File: config.mk
export PLATFORM = sky130hd
export DESIGN_NAME = if_frequency_counter
export DESIGN_NICKNAME = d
export VERILOG_FILES = /design/src/core/freq_counter_pkg.sv /design/src/core/if_frequency_counter.sv /design/src/core/tick_divider.sv /design/src/core/timer_channel.sv
export SDC_FILE = /design/constraint.sdc
export NUM_CORES = 1
export LEC_CHECK = 0
export BUFFER_PORTS_ARGS = -buffer_cell sky130_fd_sc_hd__clkbuf_2
export CAP_MARGIN = 20
export CORE_AREA = 2 2 104 106
export CTS_BUF_LIST = sky130_fd_sc_hd__clkbuf_2
export DETAILED_ROUTE_END_ITERATION = 6
export DIE_AREA = 0 0 106 108
export PLACE_DENSITY = 0.88
export SLEW_MARGIN = 20
export SYNTH_ARGS = -nofsm -noshare
export SYNTH_HDL_FRONTEND = slang
export SYNTH_SLANG_ARGS = --single-unit
File: constraint.sdc
create_clock -name aclk -period 4.9 [get_ports aclk]
set_input_delay 0.98 -clock aclk [delete_from_list [all_inputs] [get_ports aclk]]
set_output_delay 0.98 -clock aclk [all_outputs]
set_load 0.05 [all_outputs]
File: src/core/freq_counter_pkg.sv
// Constants shared by the IF frequency counter and its timer blocks.
package freq_counter_pkg;

  // Input and reference rates
  localparam int CLK_HZ           = 100_000_000;
  localparam int MEAS_NOMINAL_KHZ = 5350;
  localparam int REF_HZ           = 10_000_000;
  localparam int BUS_CLK_HZ       = 4_000_000;
  localparam int ZERO_SPAN_MIN_MS = 30;
  localparam int PRESCALE_DIV     = 5;
  localparam int TIMEBASE_HZ      = REF_HZ / PRESCALE_DIV;

  // Gate times per resolution, and their timebase tick counts
  localparam int GATE_MS_10HZ    = 200;
  localparam int GATE_MS_100HZ   = 20;
  localparam int GATE_MS_FINE    = 2;
  localparam int GATE_TICKS_10HZ  = GATE_MS_10HZ * (TIMEBASE_HZ / 1000);
  localparam int GATE_TICKS_100HZ = GATE_MS_100HZ * (TIMEBASE_HZ / 1000);
  localparam int GATE_TICKS_FINE  = GATE_MS_FINE * (TIMEBASE_HZ / 1000);

  // Counter geometry
  localparam int NIBBLE_W  = 4;
  localparam int PREFIX_W  = 8;
  localparam int GROUP_W   = 16;
  localparam int GATE_W    = 20;

  // Resolution codes
  localparam logic [2:0] RES_10HZ  = 3'h0;
  localparam logic [2:0] RES_100HZ = 3'h1;

  // Register byte offsets
  localparam logic [7:0] OFS_CTRL       = 8'h00;
  localparam logic [7:0] OFS_STATUS     = 8'h04;
  localparam logic [7:0] OFS_PREFIX     = 8'h08;
  localparam logic [7:0] OFS_GROUPS     = 8'h0C;
  localparam logic [7:0] OFS_INT_STATUS = 8'h10;
  localparam logic [7:0] OFS_INT_ENABLE = 8'h14;
  localparam logic [7:0] OFS_INT_CLEAR  = 8'h18;

  // Control fields
  localparam int CTRL_START_BIT = 0;
  localparam int CTRL_MODE_BIT  = 1;
  localparam int CTRL_RES_LSB   = 2;
  localparam int CTRL_RES_MSB   = 4;

  // Interrupt bits
  localparam int IRQ_W        = 2;
  localparam int IRQ_OVF_BIT  = 0;
  localparam int IRQ_DONE_BIT = 1;

  // Reset values and responses
  localparam logic [2:0]  RES_RESET   = 3'h0;
  localparam logic [1:0]  RESP_OKAY   = 2'h0;
  localparam logic [1:0]  RESP_SLVERR = 2'h2;

endpackage

File: src/core/if_frequency_counter.sv
// Gated IF frequency counter with prefix/timer readout and AXI4-Lite control.
//
// Chosen here: the placing of the registers and the AXI4-Lite slave port.
`timescale 1ns/1ps
module if_frequency_counter
  import freq_counter_pkg::*;
#(
  parameter int TICKS_10HZ  = GATE_TICKS_10HZ,
  parameter int TICKS_100HZ = GATE_TICKS_100HZ,
  parameter int TICKS_FINE  = GATE_TICKS_FINE
) (
  input  wire logic        aclk,
  input  wire logic        aresetn,
  input  wire logic [7:0]  s_axi_awaddr,
  input  wire logic        s_axi_awvalid,
  output logic             s_axi_awready,
  input  wire logic [31:0] s_axi_wdata,
  input  wire logic [3:0]  s_axi_wstrb,
  input  wire logic        s_axi_wvalid,
  output logic             s_axi_wready,
  output logic [1:0]       s_axi_bresp,
  output logic             s_axi_bvalid,
  input  wire logic        s_axi_bready,
  input  wire logic [7:0]  s_axi_araddr,
  input  wire logic        s_axi_arvalid,
  output logic             s_axi_arready,
  output logic [31:0]      s_axi_rdata,
  output logic [1:0]       s_axi_rresp,
  output logic             s_axi_rvalid,
  input  wire logic        s_axi_rready,
  input  wire logic        ref_10mhz,
  input  wire logic        host_bus_4mhz_clock,
  input  wire logic        measured_input,
  input  wire logic        irq_ack_line,
  input  wire logic        prefix_read_n,
  input  wire logic        timer_select_n,
  input  wire logic        timer_read_n,
  output logic [7:0]       internal_data_bus,
  output logic             bus_oe_n,
  output logic             gate_pulse,
  output logic             timer_ch0_output,
  output logic             overflow_irq,
  output logic             count_done_irq,
  output logic             irq
);

  typedef enum logic {ST_IDLE, ST_GATE} gate_state_t;

  function automatic logic [NIBBLE_W-1:0] nibble_inc(input logic [NIBBLE_W-1:0] v,
                                                    input logic en);
    nibble_inc = en ? NIBBLE_W'(v + 1'b1) : v;
  endfunction

  function automatic logic [GATE_W-1:0] gate_load(input logic [2:0] res);
    // Loaded value is one less: terminal fires after the full count
    if (res == RES_10HZ) begin
      gate_load = GATE_W'(TICKS_10HZ - 1);
    end else if (res == RES_100HZ) begin
      gate_load = GATE_W'(TICKS_100HZ - 1);
    end else begin
      gate_load = GATE_W'(TICKS_FINE - 1);
    end
  endfunction

  gate_state_t        state;
  gate_state_t        next_state;
  logic               ref_prev;
  logic               bus_clk_prev;
  logic               meas_prev;
  logic               rd_active_prev;
  logic [NIBBLE_W-1:0] prefix_lo;
  logic [NIBBLE_W-1:0] prefix_hi;
  logic [NIBBLE_W-1:0] next_prefix_lo;
  logic [NIBBLE_W-1:0] next_prefix_hi;
  logic               zero_span;
  logic [2:0]         resolution;
  logic [IRQ_W-1:0]   int_status;
  logic [IRQ_W-1:0]   int_enable;
  logic               timer_byte_hi;
  logic               aw_held;
  logic               w_held;
  logic [7:0]         aw_addr_q;
  logic [7:0]         w_data_q;
  logic               w_lane0_q;
  logic               next_zero_span;
  logic [2:0]         next_resolution;
  logic [IRQ_W-1:0]   next_int_status;
  logic [IRQ_W-1:0]   next_int_enable;
  logic               next_timer_byte_hi;
  logic               next_aw_held;
  logic               next_w_held;
  logic [7:0]         next_aw_addr_q;
  logic [7:0]         next_w_data_q;
  logic               next_w_lane0_q;
  logic               next_awready;
  logic               next_wready;
  logic [1:0]         next_bresp;
  logic               next_bvalid;
  logic               next_arready;
  logic [31:0]        next_rdata;
  logic [1:0]         next_rresp;
  logic               next_rvalid;
  logic [7:0]         next_bus_data;
  logic               next_bus_oe_n;
  logic               next_gate_pulse;
  logic               next_ch0_out;
  logic               next_done_irq;
  logic               start;
  logic               ref_rise;
  logic               bus_clk_rise;
  logic               meas_rise;
  logic               count_edge;
  logic               prefix_wrap;
  logic               ch2_tick;
  logic               gate_end;
  logic               rd_active;
  logic               do_write;
  logic [PREFIX_W-1:0] prefix;
  logic [GROUP_W-1:0] groups;
  logic [GATE_W-1:0]  ch2_count;
  logic [GROUP_W-1:0] ch0_count;
  logic               ch2_terminal;
  logic               ch0_terminal;
  logic               timebase_tick;

  assign prefix       = {prefix_hi, prefix_lo};
  assign ref_rise     = ref_10mhz && !ref_prev;
  assign bus_clk_rise = host_bus_4mhz_clock && !bus_clk_prev;
  // Edge sampling needs the input well below half of aclk
  assign meas_rise    = measured_input && !meas_prev;
  assign count_edge   = meas_rise && (state == ST_GATE) && !gate_pulse;
  assign prefix_wrap  = count_edge && (prefix == '1);
  // Zero span uses the bus clock directly, count mode the prescaled reference
  assign ch2_tick     = zero_span ? bus_clk_rise : timebase_tick;
  assign gate_end     = (state == ST_GATE) && ch2_terminal;
  assign rd_active    = !timer_select_n && !timer_read_n;
  // Channel zero counts down from all ones; inversion gives completed groups
  assign groups       = ~ch0_count;
  assign do_write     = aw_held && w_held && !s_axi_bvalid;
  assign start        = do_write && w_lane0_q && (aw_addr_q == OFS_CTRL)
                        && w_data_q[CTRL_START_BIT];

  tick_divider #(
    .DIV      (PRESCALE_DIV)
  ) u_prescale (
    .aclk     (aclk),
    .aresetn  (aresetn),
    .in_tick  (ref_rise),
    .out_tick (timebase_tick)
  );

  timer_channel #(
    .WIDTH      (GATE_W)
  ) u_gate_timer (
    .aclk       (aclk),
    .aresetn    (aresetn),
    .load       (start),
    .load_value (gate_load(next_resolution)),
    .tick       (ch2_tick),
    .count      (ch2_count),
    .terminal   (ch2_terminal)
  );

  timer_channel #(
    .WIDTH      (GROUP_W)
  ) u_group_timer (
    .aclk       (aclk),
    .aresetn    (aresetn),
    .load       (start),
    .load_value ('1),
    .tick       (prefix_wrap),
    .count      (ch0_count),
    .terminal   (ch0_terminal)
  );

  always_comb begin
    next_state      = state;
    next_prefix_lo  = nibble_inc(prefix_lo, count_edge);
    next_prefix_hi  = nibble_inc(prefix_hi, count_edge && (&prefix_lo));
    next_ch0_out    = timer_ch0_output || ch0_terminal;
    // Set only possible with acknowledge high, so clearing never loses it
    next_done_irq   = (count_done_irq && irq_ack_line) || (gate_end && irq_ack_line);
    if (start) begin
      next_state     = ST_GATE;
      next_prefix_lo = '0;
      next_prefix_hi = '0;
      next_ch0_out   = 1'b0;
    end else if (gate_end) begin
      next_state = ST_IDLE;
    end
    next_gate_pulse = (next_state != ST_GATE);
    next_timer_byte_hi = timer_byte_hi;
    if (start) begin
      next_timer_byte_hi = 1'b0;
    end else if (rd_active_prev && !rd_active) begin
      next_timer_byte_hi = !timer_byte_hi;
    end
    next_bus_oe_n = 1'b1;
    next_bus_data = '0;
    if (!prefix_read_n) begin
      next_bus_oe_n = 1'b0;
      next_bus_data = prefix;
    end else if (rd_active) begin
      next_bus_oe_n = 1'b0;
      next_bus_data = timer_byte_hi ? groups[15:8] : groups[7:0];
    end
  end

  always_comb begin
    next_zero_span  = zero_span;
    next_resolution = resolution;
    next_int_enable = int_enable;
    next_int_status = int_status;
    next_aw_held    = aw_held || (s_axi_awvalid && s_axi_awready);
    next_w_held     = w_held || (s_axi_wvalid && s_axi_wready);
    next_aw_addr_q  = (s_axi_awvalid && s_axi_awready) ? s_axi_awaddr : aw_addr_q;
    next_w_data_q   = (s_axi_wvalid && s_axi_wready) ? s_axi_wdata[7:0] : w_data_q;
    next_w_lane0_q  = (s_axi_wvalid && s_axi_wready) ? s_axi_wstrb[0] : w_lane0_q;
    next_bvalid     = s_axi_bvalid && !s_axi_bready;
    next_bresp      = s_axi_bresp;
    if (do_write) begin
      next_aw_held = 1'b0;
      next_w_held  = 1'b0;
      next_bvalid  = 1'b1;
      next_bresp   = RESP_OKAY;
      if (aw_addr_q == OFS_CTRL) begin
        if (w_lane0_q) begin
          next_zero_span  = w_data_q[CTRL_MODE_BIT];
          next_resolution = w_data_q[CTRL_RES_MSB:CTRL_RES_LSB];
        end
      end else if (aw_addr_q == OFS_INT_ENABLE) begin
        if (w_lane0_q) begin
          next_int_enable = w_data_q[IRQ_W-1:0];
        end
      end else if (aw_addr_q == OFS_INT_CLEAR) begin
        if (w_lane0_q) begin
          next_int_status = int_status & ~w_data_q[IRQ_W-1:0];
        end
      end else begin
        next_bresp = RESP_SLVERR;
      end
    end
    // New events win over a clear in the same cycle
    next_int_status[IRQ_OVF_BIT]  = next_int_status[IRQ_OVF_BIT] || ch0_terminal;
    next_int_status[IRQ_DONE_BIT] = next_int_status[IRQ_DONE_BIT]
                                    || (gate_end && irq_ack_line);
    next_awready = !next_aw_held && !(do_write || s_axi_bvalid);
    next_wready  = !next_w_held && !(do_write || s_axi_bvalid);
    next_arready = !s_axi_rvalid;
    next_rvalid  = s_axi_rvalid;
    next_rdata   = s_axi_rdata;
    next_rresp   = s_axi_rresp;
    if (s_axi_rvalid && s_axi_rready) begin
      next_rvalid  = 1'b0;
      next_arready = 1'b1;
    end
    if (s_axi_arvalid && s_axi_arready) begin
      next_arready = 1'b0;
      next_rvalid  = 1'b1;
      next_rresp   = RESP_OKAY;
      next_rdata   = '0;
      if (s_axi_araddr == OFS_CTRL) begin
        next_rdata[CTRL_MODE_BIT]             = zero_span;
        next_rdata[CTRL_RES_MSB:CTRL_RES_LSB] = resolution;
      end else if (s_axi_araddr == OFS_STATUS) begin
        next_rdata[2:0] = {timer_ch0_output, count_done_irq, state == ST_GATE};
      end else if (s_axi_araddr == OFS_PREFIX) begin
        next_rdata[PREFIX_W-1:0] = prefix;
      end else if (s_axi_araddr == OFS_GROUPS) begin
        next_rdata[GROUP_W-1:0] = groups;
      end else if (s_axi_araddr == OFS_INT_STATUS) begin
        next_rdata[IRQ_W-1:0] = int_status;
      end else if (s_axi_araddr == OFS_INT_ENABLE) begin
        next_rdata[IRQ_W-1:0] = int_enable;
      end else if (s_axi_araddr != OFS_INT_CLEAR) begin
        next_rresp = RESP_SLVERR;
      end
    end
  end

  always_ff @(posedge aclk) begin
    if (!aresetn) begin
      state             <= ST_IDLE;
      ref_prev          <= 1'b0;
      bus_clk_prev      <= 1'b0;
      meas_prev         <= 1'b0;
      rd_active_prev    <= 1'b0;
      prefix_lo         <= '0;
      prefix_hi         <= '0;
      zero_span         <= 1'b0;
      resolution        <= RES_RESET;
      int_status        <= '0;
      int_enable        <= '0;
      timer_byte_hi     <= 1'b0;
      aw_held           <= 1'b0;
      w_held            <= 1'b0;
      aw_addr_q         <= '0;
      w_data_q          <= '0;
      w_lane0_q         <= 1'b0;
      s_axi_awready     <= 1'b0;
      s_axi_wready      <= 1'b0;
      s_axi_bresp       <= RESP_OKAY;
      s_axi_bvalid      <= 1'b0;
      s_axi_arready     <= 1'b0;
      s_axi_rdata       <= '0;
      s_axi_rresp       <= RESP_OKAY;
      s_axi_rvalid      <= 1'b0;
      internal_data_bus <= '0;
      bus_oe_n          <= 1'b1;
      gate_pulse        <= 1'b1;
      timer_ch0_output  <= 1'b0;
      overflow_irq      <= 1'b0;
      count_done_irq    <= 1'b0;
      irq               <= 1'b0;
    end else begin
      state             <= next_state;
      ref_prev          <= ref_10mhz;
      bus_clk_prev      <= host_bus_4mhz_clock;
      meas_prev         <= measured_input;
      rd_active_prev    <= rd_active;
      prefix_lo         <= next_prefix_lo;
      prefix_hi         <= next_prefix_hi;
      zero_span         <= next_zero_span;
      resolution        <= next_resolution;
      int_status        <= next_int_status;
      int_enable        <= next_int_enable;
      timer_byte_hi     <= next_timer_byte_hi;
      aw_held           <= next_aw_held;
      w_held            <= next_w_held;
      aw_addr_q         <= next_aw_addr_q;
      w_data_q          <= next_w_data_q;
      w_lane0_q         <= next_w_lane0_q;
      s_axi_awready     <= next_awready;
      s_axi_wready      <= next_wready;
      s_axi_bresp       <= next_bresp;
      s_axi_bvalid      <= next_bvalid;
      s_axi_arready     <= next_arready;
      s_axi_rdata       <= next_rdata;
      s_axi_rresp       <= next_rresp;
      s_axi_rvalid      <= next_rvalid;
      internal_data_bus <= next_bus_data;
      bus_oe_n          <= next_bus_oe_n;
      gate_pulse        <= next_gate_pulse;
      timer_ch0_output  <= next_ch0_out;
      overflow_irq      <= next_ch0_out;
      count_done_irq    <= next_done_irq;
      irq               <= |(next_int_status & next_int_enable);
    end
  end

  chk_clock_select: assert property (
    @(posedge aclk) disable iff (!aresetn)
    zero_span && bus_clk_rise |-> ch2_tick)
    else $error("bus clock not routed to gate timer");

  chk_gate_opens: assert property (
    @(posedge aclk) disable iff (!aresetn)
    start |=> !gate_pulse ##1 !gate_pulse)
    else $error("gate did not open after start");

  chk_gate_only_count: assert property (
    @(posedge aclk) disable iff (!aresetn)
    gate_pulse && !start |=> prefix == $past(prefix))
    else $error("prefix moved while gate closed");

  chk_prefix_step: assert property (
    @(posedge aclk) disable iff (!aresetn)
    count_edge && !start |=> prefix == PREFIX_W'($past(prefix) + 1'b1))
    else $error("prefix did not step on input edge");

  chk_group_tick: assert property (
    @(posedge aclk) disable iff (!aresetn)
    prefix_wrap && !start |=> groups == GROUP_W'($past(groups) + 1'b1))
    else $error("group count did not follow prefix wrap");

  chk_overflow_irq: assert property (
    @(posedge aclk) disable iff (!aresetn)
    ch0_terminal && !start |=> overflow_irq && timer_ch0_output)
    else $error("overflow not flagged");

  chk_done_set: assert property (
    @(posedge aclk) disable iff (!aresetn)
    gate_end && irq_ack_line |=> count_done_irq && gate_pulse)
    else $error("count done not raised at gate end");

  chk_done_clear: assert property (
    @(posedge aclk) disable iff (!aresetn)
    !irq_ack_line |=> !count_done_irq)
    else $error("count done survived low acknowledge");

  chk_prefix_drive: assert property (
    @(posedge aclk) disable iff (!aresetn)
    !prefix_read_n |=> !bus_oe_n && internal_data_bus == $past(prefix))
    else $error("prefix not driven on bus");

  chk_timer_drive: assert property (
    @(posedge aclk) disable iff (!aresetn)
    prefix_read_n && rd_active && !timer_byte_hi |=>
      !bus_oe_n && internal_data_bus == $past(groups[7:0]))
    else $error("timer byte not driven on bus");

endmodule

File: src/core/tick_divider.sv
// Divides a stream of single-cycle ticks by a fixed ratio.
`timescale 1ns/1ps
module tick_divider
  import freq_counter_pkg::*;
#(
  parameter int DIV = PRESCALE_DIV
) (
  input  wire logic aclk,
  input  wire logic aresetn,
  input  wire logic in_tick,
  output logic      out_tick
);

  localparam int CW = (DIV > 1) ? $clog2(DIV) : 1;

  logic [CW-1:0] cnt;
  logic [CW-1:0] next_cnt;
  logic          next_out;

  always_comb begin
    next_cnt = cnt;
    next_out = 1'b0;
    if (in_tick) begin
      if (cnt == CW'(DIV - 1)) begin
        next_cnt = '0;
        next_out = 1'b1;
      end else begin
        next_cnt = cnt + 1'b1;
      end
    end
  end

  always_ff @(posedge aclk) begin
    if (!aresetn) begin
      cnt      <= '0;
      out_tick <= 1'b0;
    end else begin
      cnt      <= next_cnt;
      out_tick <= next_out;
    end
  end

  chk_div_ratio: assert property (
    @(posedge aclk) disable iff (!aresetn)
    in_tick && cnt == CW'(DIV - 1) |=> out_tick && cnt == '0)
    else $error("divider missed its output tick");

endmodule

File: src/core/timer_channel.sv
// Loadable down-counting timer channel with a terminal pulse on wrap.
`timescale 1ns/1ps
module timer_channel
  import freq_counter_pkg::*;
#(
  parameter int WIDTH = GROUP_W
) (
  input  wire logic             aclk,
  input  wire logic             aresetn,
  input  wire logic             load,
  input  wire logic [WIDTH-1:0] load_value,
  input  wire logic             tick,
  output logic      [WIDTH-1:0] count,
  output logic                  terminal
);

  logic [WIDTH-1:0] next_count;
  logic             next_terminal;

  // Load beats a coincident tick
  always_comb begin
    next_count    = count;
    next_terminal = 1'b0;
    if (load) begin
      next_count = load_value;
    end else if (tick) begin
      next_count    = count - 1'b1;
      next_terminal = (count == '0);
    end
  end

  always_ff @(posedge aclk) begin
    if (!aresetn) begin
      count    <= '0;
      terminal <= 1'b0;
    end else begin
      count    <= next_count;
      terminal <= next_terminal;
    end
  end

  chk_timer_wrap: assert property (
    @(posedge aclk) disable iff (!aresetn)
    !load && tick && count == '0 |=> terminal && (&count))
    else $error("timer wrap did not raise terminal");

endmodule

# Word-level counts from Yosys, hierarchy flattened
# Index checks and enable logic that the tools add are counted.
# word_totals
ff_bits	118
latch_bits	0
ramBits	0
mem_bits_ro	0
in_bits	66
output_inout_bits	55
elab_cells	177
n_memories	0
# op_classes
add_sub_neg	5
mul	0
div	0
n_lt_le_gt_ge	0
n_eq_ne	11
shifts	0
muxes	55
bitwise	8
n_reduce_logical	61
# ops
cell	count
$mux 20	3
$mux 16	3
$mux 2	22
$mux 8	5
$eq 8x5->1 const B	4
$logic_and 1x1->1	24
$logic_not 20->1	1
$sub 20x1->20 const B	1
$eq 8x4->1 const B	2
$logic_not 16->1	1
$logic_not 8->1	2
$not 16->16	1
$sub 16x1->16 const B	1
$mux 3	5
$logic_not 1->1	14
$mux 14	1
$mux 1	13
$mux 13	1
$mux 11	1
$add 4x1->4 const B	2
$eq 8x3->1 const B	1
$eq 8x8->1 const B	1
$ne 8x5->1 const B	1
$logic_or 1x1->1	7
other kinds (14)	23

# Depth between registers and ports, before layout
# Gate-level depths: netlist of run 1.
# logic_depth
ltp_word	10
ltp_mapped	7
ltp_nobuf	7

# Modules after synthesis
# From an unflattened synthesis of run 1, not the netlist that was laid out.
# unflattened
cells_unflattened	632
area_unflattened_um2	5497.8
# by_module_without_submodules
mod	n_inst	cells_per_inst	area_per_inst_um2	seq_area_each_um2
if_frequency_counter	1	375	3256.9	1481.4
timer_channel (u_gate_timer)	1	132	1118.6	420.4
timer_channel (u_group_timer)	1	104	935.9	340.3
tick_divider	1	21	186.4	80.1

# Worst setup path after synthesis of run 1
# Ideal clock, no wire load.
# synth_path
kind	in2reg
from	in s_axi_araddr[5]
to	reg s_axi_rdata[15]
setup_ns	0.066
arrival_ns	2.423
t_required_ns	4.834
setup_slack_ns	2.410
stages	5
path_buffers	0
cell_sequence	or4_1 > nor3_1 > nand4_1 > a2bb2oi_1 > nor2_1
# synth_between
elab_chain_len	5
word_cells_on_any_way	8
classes_between	3 x eq/ne; 4 x mux; 1 x reduce/logical
# synth_lines
item	line_no	source
start: declaration	if_frequency_counter.sv:24	input wire logic [7:0] s_axi_araddr,
$eq 8x4->1	if_frequency_counter.sv:269	end else if (s_axi_araddr == OFS_GROUPS) begin
$mux 14	if_frequency_counter.sv:269	
$mux 8	if_frequency_counter.sv:267	end else if (s_axi_araddr == OFS_PREFIX) begin
$mux 13	if_frequency_counter.sv:265	end else if (s_axi_araddr == OFS_STATUS) begin
$mux 11 (*)	if_frequency_counter.sv:262	if (s_axi_araddr == OFS_CTRL) begin
end signal: assignment	if_frequency_counter.sv:338	s_axi_rdata <= next_rdata;
end: declaration	if_frequency_counter.sv:27	output logic [31:0] s_axi_rdata,
# Every way passes the cells marked *; elsewhere a longest branch is shown, timed or not.
# A chain may end at the register's enable or synchronous reset.

# Worst setup path after layout of run 1
# layout_path
from	reg s_axi_wready
to	out s_axi_wready
# layout_lines
item	line_no	source
start: declaration	if_frequency_counter.sv:20	output logic s_axi_wready,
start signal: assignment	if_frequency_counter.sv:334	s_axi_wready <= next_wready;
# No word-level cell between the ends.

==> run_results.csv, run 1 <==
group,metric,value,unit
setup_path,cp.required,3920,ps
timing,fin_crit,2530,ps
timing,fin_ws,2370,ps
setup_path,r2r-start,"aw_addr_q[1]",
detailed_routing,vias_per_cell,5.68,
global_routing,gr-max-usage-layer,"met2",
finish,n_antenna_cell,0,
logic_synthesis,ys_warn_count,0,
finish,syn2layout_area_growth,11.9,%
outcome,status,"finished, final reports clean",
setup_path,critical-path-slowest-cell,"dfxtp_1",
logic_synthesis,yosysUniqueCellTypes,56,
logic_synthesis,synthCells,599,
place,portBuffers,72,
place,dp_cells,778,
timing,period_share,51.5,%
detailed_routing,dr.pass1.iters,6,
setup_path,path_delay_family,"flip-flops",
power,power,1.81,mW
finish,fillCellCount,868,
place,dpl_worst_slack,2000,ps
clocking,cts_buffers,17,
global_routing,grt_max_degree,69,
finish,fin_area,0.00586,sq mm
clocking,clock_path_buffers,2,
floorplanning,num_rows,37,
logic_synthesis,synth.ff_latch_count,116,
detailed_routing,wl_per_cell,14.7,um
timing,tns,0,ps
timing,finalSetupViolCount,0,
global_routing,use_met1,25.0,%
timing,maxSlewHeadroom,50.8,%
floorplanning,fp.dieArea,0.0114,sq mm
setup_path,r2r_slack,2580,ps
global_routing,grt.total_usage,21.3,%
hold_path,worstHoldStart,"ref_prev",
place,place_area,0.00559,sq mm
logic_synthesis,async_flop_share,0,%
global_routing,met3_usage,4.70,%
floorplanning,core,0.0102,sq mm
setup_path,cp_cell_sequence,"clkbuf_2",
setup_path,crit_path_max_incr_delay,520,ps
clocking,cts_hold_repair.buffers,0,
finish,final_util,57.3,%
timing,tightest_slew,738,ps
detailed_routing,drtIter0Drc,295,
logic_synthesis,yosysTopAreaCell,"dfxtp_1",
finish,drive_gt1_share,18.2,%
place,dp_hpwl,8540,um
place,place_congestion,0.904,
logic_synthesis,netlist_top_cells_area,"dfxtp_1 44%, a21oi_1 6.0%, mux2i_1 4.0%",
floorplanning,io-pin-count,121,
finish,nets,735,
logic_synthesis,synth.yosys.seq_area_share,44.3,%
power,power_density,308,mW/mm^2
finish,stdcell_count,810,
clocking,ctsResizeCount,0,
clocking,path_clk_slew,180,ps
power,vdd_drop_max,0.143,mV
global_routing,grt_pass1_vias,4360,
global_routing,antenna_found_initial,0,
global_routing,grt_pass1_wl,19800,um
setup_path,r2r_cells,5,
setup_path,worst-path-buf-inv,1,
finish,multiInputGateArea,0.00266,sq mm
timing,maxSlewViolCount,0,
timing,clock-skew-final,25.4,ps
setup_path,worstSetupPathType,"reg2out",
flow_run,max-cap-violations,0,
floorplanning,initial_core_util,51.2,%
logic_synthesis,synth_area_per_cell,8.74,sq um
finish,seq_area,0.00232,sq mm
timing,holdWs,429,ps
detailed_routing,wirelength,11900,um
logic_synthesis,syn_area,0.00524,sq mm
setup_path,end_kind,"output pin",
logic_synthesis,synth_edf_count,0,
hold_path,hold_path_end,"u_prescale.out_tick",
logic_synthesis,yosys.cell_count.top_type,"dfxtp_1",
clocking,cts_tree,"done",
timing,hold_viol,0,
logic_synthesis,ys_dominant_reg_cell,"dfxtp_1",
global_routing,grt.met2_usage,37.6,%
detailed_routing,ant_nets,0,
clocking,root_buffer,"clkbuf_2",
timing,rsz0062_at_grt,"no",
logic_synthesis,synth_common_cells,"116 x dfxtp_1, 63 x a21oi_1, 55 x nor2_1",
clocking,htree_levels,4,
timing,fmax,396,MHz
setup_path,cp-start-kind,"flip-flop",
clocking,cts.sinks,116,
hold_path,whs_path_depth,1,
logic_synthesis,yosys.area.top_type_share,44.3,%
floorplanning,die_w,106,um
global_routing,overflow,0,
setup_path,rr_endpoint,"irq",
power,leakage,2.37,nW
hold_path,hold_class,"reg2reg",
clocking,post_cts_buffers,0,
setup_path,crit_arrival,1550,ps
detailed_routing,drcViolationCount,0,
setup_path,cp_max_fo,9,
clocking,worstSkewPairLatency,700,ps
floorplanning,die_h,108,um
detailed_routing,vias,4601,
## cell type report
| cell class | instances | share of cell area [%] |
|---|---|---|
| clock buffers | 17 | 1.45 |
| inverters | 17 | 1.09 |
| clock inverters | 15 | 3.10 |
| flip-flops and latches | 116 | 39.6 |
| multi-input cells | 435 | 45.4 |
| well taps | 136 | 2.90 |
| repair buffers | 74 | 6.40 |
## worst reg2reg max path: cells and delay by family (launching register included)
kind,cells,cell delay (ps)
AOI/OAI and AO/OA,1,180
and+or+nand+nor,3,1350
DFF,1,370
muxes,1,380
## power breakdown
group / switching [mW] / internal (mW)
Sequential: 0.0171 / 0.961
Combinational: 0.111 / 0.0406
Clock: 0.391 / 0.287
Total: 0.519 / 1.29
## cell families (layout without fill, tap and decap cells)
kind of cell	Yosys count	count (layout)	share of synthesized area, %
buffers and inverters	65	123	6.02
multiplexers	22	22	4.23
other	1	18	0.0716
XOR/XNOR	38	38	6.36
flip-flops	116	116	44.3
AO/OA/AOI/OAI	122	122	14.2
AND/OR/NAND/NOR	227	227	22.9
adder cells (fa/ha/maj)	8	8	1.91
## per-layer routing
| metal | wire [um] | share of wire [%] |
|---|---|---|
| met1 | 4900 | 41 |
| met2 | 5810 | 49 |
| met3 | 872 | 7.3 |
| met4 | 342 | 2.9 |
| met5 | 0 | 0 |
## registers in the layout (all words and copies together) (netlist names), 3 cells and up
register	flops
u_group_timer.count	16
prefix_hi	4
u_gate_timer.count	20
prefix_lo	4
w_data_q	5
aw_addr_q	8
resolution	3
s_axi_rdata	16
u_prescale.cnt	3
internal_data_bus	8
## how the worst max path moves through the flow
stage          cells past startpoint               to             from  slack [ps]
2_1_floorplan                      5  s_axi_rdata[15]  s_axi_araddr[5]        2410
3_3_place_gp                       6  s_axi_rdata[12]  s_axi_araddr[5]        2090
3_5_place_dp                       6  s_axi_rdata[15]  s_axi_araddr[5]        2000
4_1_cts                            1     s_axi_wready     s_axi_wready        2360
5_1_grt                            1     s_axi_wready     s_axi_wready        2310
6_report                           1     s_axi_wready     s_axi_wready        2370
## placed cells by master (no fill, tap or decap), types with 10 or more instances in the layout
master / synthesis / final
dfxtp_1: 116 / 116
mux2i_1: 21 / 21
o21ai_0: 15 / 15
nor4_1: 14 / 14
nor3_1: 19 / 19
clkbuf_2: 0 / 89
xor2_1: 15 / 15
a22o_1: 10 / 10
xnor2_1: 23 / 23
or3_1: 12 / 12
nand3_1: 18 / 18
nor2_1: 55 / 55
inv_1: 16 / 16
conb_1: 1 / 18
nand2_1: 52 / 52
a21oi_1: 63 / 63
(Power assumes the default switching activity.)
==> inputs of run 2 (changes only) <==
- CORE_AREA: 2 2 104 106 -> 2 2 106 108
- DIE_AREA: 0 0 106 108 -> 0 0 108 110
- clock period: 4.9 -> 2.2 ns (I/O delays scaled with it)
==> run 2 against run 1 <==
First-iteration DRC count increased by 12%; the flow now finishes with violations (setup timing); clock power up 140%; via count increased by 4.3%; register-to-register slack worse by 2600 ps; count of clock-buffer cells in the layout is the same; global-route usage up 1.5 points; sequential share of layout area is 2.7 points lower; worst hold slack got worse by 410 ps.
==> run_results.csv, run 2 (synthesized netlist as in run 1, its figures left out) <==
group,metric,value,unit
place,place_congestion,0.897,
power,pwr-share-comb,9.0,%
place,dp_cells,806,
floorplanning,initial_core_util,48.9,%
finish,reg_top3,"u_gate_timer.count (20), s_axi_rdata (16), u_group_timer.count (16)",
power,p_sw_share,28.4,%
clocking,post_cts_buffers,0,
power,p_clk_share,39.2,%
finish,multiInputGateArea,0.00268,sq mm
timing,maxSlewHeadroom,55.0,%
place,place_area,0.00579,sq mm
detailed_routing,vias,4799,
finish,top_register,"u_gate_timer.count",
finish,drive_gt1_share,20.8,%
floorplanning,num_rows,38,
global_routing,grt_max_degree,58,
finish,fin_area,0.00628,sq mm
finish,stdcell_count,856,
finish,seq_area,0.00232,sq mm
timing,hold_viol,0,
power,power.net_switching,1.20,mW
power,power_density,671,mW/mm^2
place,portBuffers,72,
clocking,path_clk_slew,190,ps
hold_path,hold_class,"in2reg",
finish,fillCellCount,931,
clocking,clock_path_buffers,2,
timing,period_share,101,%
power,p_seq_share,51.8,%
timing,holdWs,21.0,ps
global_routing,grt_pass1_vias,4578,
detailed_routing,drcViolationCount,0,
detailed_routing,vias_per_cell,5.61,
detailed_routing,wl_per_cell,15.7,um
timing,maxSlewViolCount,0,
setup_path,end_kind,"flip-flop",
timing,clock-skew-final,23.8,ps
detailed_routing,dr.pass1.iters,5,
power,vdd_drop_max,0.440,mV
finish,final_cell_mix,"115 x dfxtp_1, 89 x clkbuf_2, 63 x a21oi_1",
clocking,cts_tree,"done",
detailed_routing,drtIter0Drc,331,
setup_path,cp_max_fo,3,
timing,fin_crit,2220,ps
floorplanning,io-pin-count,121,
outcome,status,"finished with violations",
finish,n_antenna_cell,0,
floorplanning,die_w,108,um
global_routing,grt_pass1_wl,21200,um
clocking,root_buffer,"clkbuf_2",
global_routing,antenna_found_initial,0,
timing,rsz0062_at_grt,"yes",
global_routing,overflow,0,
global_routing,grt.total_usage,22.9,%
setup_path,worstSetupPathType,"reg2reg",
floorplanning,core,0.0107,sq mm
finish,nets,777,
setup_path,cp-start-kind,"flip-flop",
power,p_int,3.02,mW
clocking,htree_levels,4,
place,dp_hpwl,9360,um
finish,final_common_cell,"dfxtp_1",
clocking,cts_buffers,17,
detailed_routing,wirelength,13400,um
finish,syn2layout_area_growth,20.0,%
timing,fmax,451,MHz
setup_path,crit_arrival,2830,ps
timing,tightest_slew,673,ps
place,dpl_worst_slack,-5.16,ps
finish,final_util,58.7,%
outcome,failed_checks,"setup timing",
clocking,worstSkewPairLatency,690,ps
detailed_routing,ant_nets,0,
flow_run,max-cap-violations,0,
finish,largest_reg_flops,20,
floorplanning,fp.dieArea,0.0119,sq mm
timing,finalSetupViolCount,1,
timing,fin_ws,-15.7,ps
setup_path,cp.required,2820,ps
power,leakage,2.60,nW
floorplanning,die_h,110,um
clocking,cts.sinks,116,
==> run 2: power groups by stage <==
stage	combinational, mW	sequential, mW	clock, mW
floorplan	0.241	2.26	0
global placement	0.340	2.22	0
detailed placement	0.349	2.22	0
CTS	0.375	2.18	1.64
global route	0.409	2.19	1.73
finish	0.381	2.18	1.65
==> run 2: worst max-delay path: stages (launching register included) <==
cell and delay (ps):
dfxtp_2 380, or4_4 540, or4_4 540, nor2_2 160, mux2_2 360, o22ai_1 170
==> run 2: final timing paths <==
path / cells after the start / start / slack (ps) / endpoint
max: 5 / aw_addr_q[1] / -20 / irq
min: 3 / s_axi_wdata[0] / 20 / w_data_q[0]
max reg2reg: 5 / aw_addr_q[1] / -20 / irq
min reg2reg: 1 / ref_prev / 430 / u_prescale.out_tick
==> run 2: layer usage <==
layer	track usage, %	part of all wire [%]	routed length (um)	up-vias
met5	0	0	0	-
met4	11.3	2.5	340	0
met3	5.58	6.7	899	36
met2	40.8	51	6790	207
met1	25.5	40	5400	2262
li1	-	-	-	2294
==> run 2: repair_timing <==
| item | 4_1_cts | 5_1_grt |
|---|---|---|
| endpoints found under the hold margin | 17 | 0 |
| hold buffers | 18 | 0 |
| setup endpoints to repair | 1 | 10 |
| resized for setup | 1 | 5 |
==> run 2: cell type report <==
class | count | area share, %
clock buffer | 17 | 1.35
clock inverter | 15 | 3.28
inverter | 17 | 1.02
multi-input combinational | 435 | 42.6
sequential | 116 | 37.0
tap | 140 | 2.79
timing repair buffer | 116 | 12.0
==> run 2: through the flow <==
stage	power, mW	setup TNS, ps
finish	4.22	-15.7
global route	4.33	-134
CTS	4.20	0
detailed placement	2.57	-5.16
global placement	2.56	0
floorplan	2.50	0
==> inputs of run 3 (changes only) <==
- SYNTH_HIERARCHICAL: default -> 1
- clock period: 2.2 -> 2.7 ns (I/O delays scaled with it)
==> run 3 against run 2 <==
The flow now finishes without violations; critical path depth up 4; first-iteration DRC count is 50% lower; clock power fell by 26%; critical path type unchanged; largest power group unchanged.
==> run_results.csv, run 3 <==
group,metric,value,unit
power,leakage,2.56,nW
logic_synthesis,yosys.cell_count.top_type,"dfxtp_1",
place,dpl_worst_slack,-83.6,ps
place,place_area,0.00603,sq mm
logic_synthesis,syn_area,0.00550,sq mm
timing,maxSlewViolCount,0,
logic_synthesis,ys_warn_count,6,
logic_synthesis,ys_dominant_reg_cell,"dfxtp_1",
setup_path,end_kind,"flip-flop",
finish,final_common_cell,"dfxtp_1",
timing,finalSetupViolCount,0,
finish,largest_reg_flops,20,
timing,fmax,402,MHz
place,place_congestion,0.825,
global_routing,met3_usage,5.23,%
timing,tns,0,ps
clocking,path_clk_slew,210,ps
timing,period_share,92.0,%
timing,maxSlewHeadroom,54.5,%
power,power_density,518,mW/mm^2
setup_path,worstSetupPathType,"reg2reg",
global_routing,gr-max-usage-layer,"met2",
floorplanning,initial_core_util,51.4,%
logic_synthesis,synth_edf_count,0,
finish,top_register,"u_gate_timer/count",
finish,final_cell_mix,"116 x dfxtp_1, 89 x clkbuf_2, 77 x nand2_1",
outcome,status,"finished, final reports clean",
place,dp_hpwl,8460,um
setup_path,crit_path_max_incr_delay,440,ps
power,p_clk_share,37.3,%
setup_path,critical-path-slowest-cell,"or4b_1",
place,portBuffers,72,
global_routing,grt_pass1_wl,19800,um
logic_synthesis,synth_area_per_cell,8.70,sq um
detailed_routing,vias,4742,
detailed_routing,drtIter0Drc,166,
global_routing,use_met1,26.1,%
finish,syn2layout_area_growth,14.9,%
logic_synthesis,yosys.area.top_type_share,42.2,%
clocking,clock_path_buffers,2,
timing,fin_ws,215,ps
global_routing,antenna_found_initial,0,
clocking,root_buffer,"clkbuf_2",
global_routing,grt_max_degree,36,
detailed_routing,ant_nets,0,
clocking,cts.sinks,116,
finish,n_antenna_cell,0,
clocking,cts_hold_repair.buffers,2,
floorplanning,num_rows,38,
clocking,cts_tree,"done",
timing,tightest_slew,680,ps
logic_synthesis,synthCells,632,
setup_path,cp.required,3270,ps
flow_run,max-cap-violations,0,
floorplanning,io-pin-count,121,
finish,fin_area,0.00632,sq mm
finish,reg_top3,"u_gate_timer/count (20), s_axi_rdata (16), u_group_timer/count (16)",
clocking,htree_levels,4,
clocking,worstSkewPairLatency,670,ps
logic_synthesis,synth.yosys.seq_area_share,42.2,%
clocking,ctsResizeCount,0,
global_routing,grt.met2_usage,35.8,%
global_routing,grt_pass1_vias,4343,
power,power,3.27,mW
power,p_int,2.35,mW
finish,nets,807,
detailed_routing,dr.pass1.iters,5,
clocking,post_cts_buffers,0,
setup_path,cp_max_fo,7,
power,p_seq_share,54.1,%
global_routing,grt.total_usage,21.0,%
logic_synthesis,netlist_top_cells_area,"dfxtp_1 42%, nand2_1 5.3%, a21oi_1 4.9%",
floorplanning,die_h,110,um
detailed_routing,vias_per_cell,5.35,
floorplanning,core,0.0107,sq mm
power,power.net_switching,928,uW
floorplanning,die_w,108,um
timing,hold_viol,0,
global_routing,overflow,0,
power,pwr-share-comb,8.5,%
timing,clock-skew-final,38.1,ps
finish,drive_gt1_share,20.6,%
timing,fin_crit,2490,ps
setup_path,cp_cell_sequence,"nor4bb_1 > buf_4 > and4_1 > and4_1 > or4b_1 > buf_4 > nor4_2 > xnor2_1 > a21oi_1",
hold_path,hold_class,"in2reg",
detailed_routing,wl_per_cell,13.3,um
logic_synthesis,synth_common_cells,"116 x dfxtp_1, 77 x nand2_1, 54 x a21oi_1",
setup_path,crit_arrival,3060,ps
detailed_routing,drcViolationCount,0,
detailed_routing,wirelength,11800,um
setup_path,cp-start-kind,"flip-flop",
logic_synthesis,synth.ff_latch_count,116,
power,p_sw_share,28.3,%
floorplanning,fp.dieArea,0.0119,sq mm
power,vdd_drop_max,0.350,mV
logic_synthesis,yosysTopAreaCell,"dfxtp_1",
clocking,cts_buffers,17,
logic_synthesis,async_flop_share,0,%
logic_synthesis,yosysUniqueCellTypes,67,
timing,rsz0062_at_grt,"no",
[run 3: final timing paths]
path	start	slack, ps	end	cells after the start
setup / recovery	state	210	u_group_timer/count[13]	9
hold / removal	s_axi_awaddr[2]	60	aw_addr_q[2]	3
setup reg to reg	state	210	u_group_timer/count[13]	9
hold reg to reg	s_axi_rdata[4]	470	s_axi_rdata[4]	2
[run 3: power by group through the flow]
stage / registers (mW) / logic [mW] / clock network (mW)
after floorplan: 1.84 / 0.197 / 0
after global placement: 1.81 / 0.272 / 0
after detailed placement: 1.81 / 0.275 / 0
after CTS: 1.77 / 0.278 / 1.24
after global routing: 1.78 / 0.308 / 1.32
final: 1.77 / 0.279 / 1.22
[run 3: per-layer routing]
| metal | vias to the layer above | part of all wire [%] |
|---|---|---|
| met1 | 2174 | 46 |
| met4 | 0 | 1.4 |
| met5 | - | 0 |
| met2 | 139 | 48 |
| met3 | 23 | 4.7 |
| li1 | 2406 | - |
[run 3: area by class of cell]
class                   instances  area, sq um
repair buffers                 92          515
fillers                       964         4380
flip-flops and latches        116         2320
clock buffers                  17         85.1
clock inverters                15          180
well taps                     140          175
multi-input cells             490         2980
inverters                      17         63.8
[run 3: logic make-up after synthesis]
logic type,after synthesis,synth area share [%]
AO/OA/AOI/OAI,159,17.7
XOR/XNOR,34,5.42
adder cells (fa/ha/maj),7,1.59
buffers and inverters,68,6.51
flip-flops,116,42.2
multiplexers,16,3.14
other,2,0.137
AND/OR/NAND/NOR,230,23.3
[run 3: worst max-delay path: cells and delay by family (launching register included)]
family | cells | cell delay, ps
XOR/XNOR | 1 | 170
buffers and inverters | 2 | 370
flip-flops | 1 | 430
AND/OR/NAND/NOR | 5 | 1390
AO/OA/AOI/OAI | 1 | 80
[run 3: metrics by stage]
step / utilization [%] / std cells / hold slack [ps]
2_1_floorplan: - / 674 / 431
3_3_place_gp: 56.4 / 853 / 438
3_5_place_dp: 56.4 / 853 / 445
4_1_cts: 59.1 / 887 / 14.5
5_1_grt: 59.1 / 887 / 13.7
6_report: 59.1 / 887 / 57.3
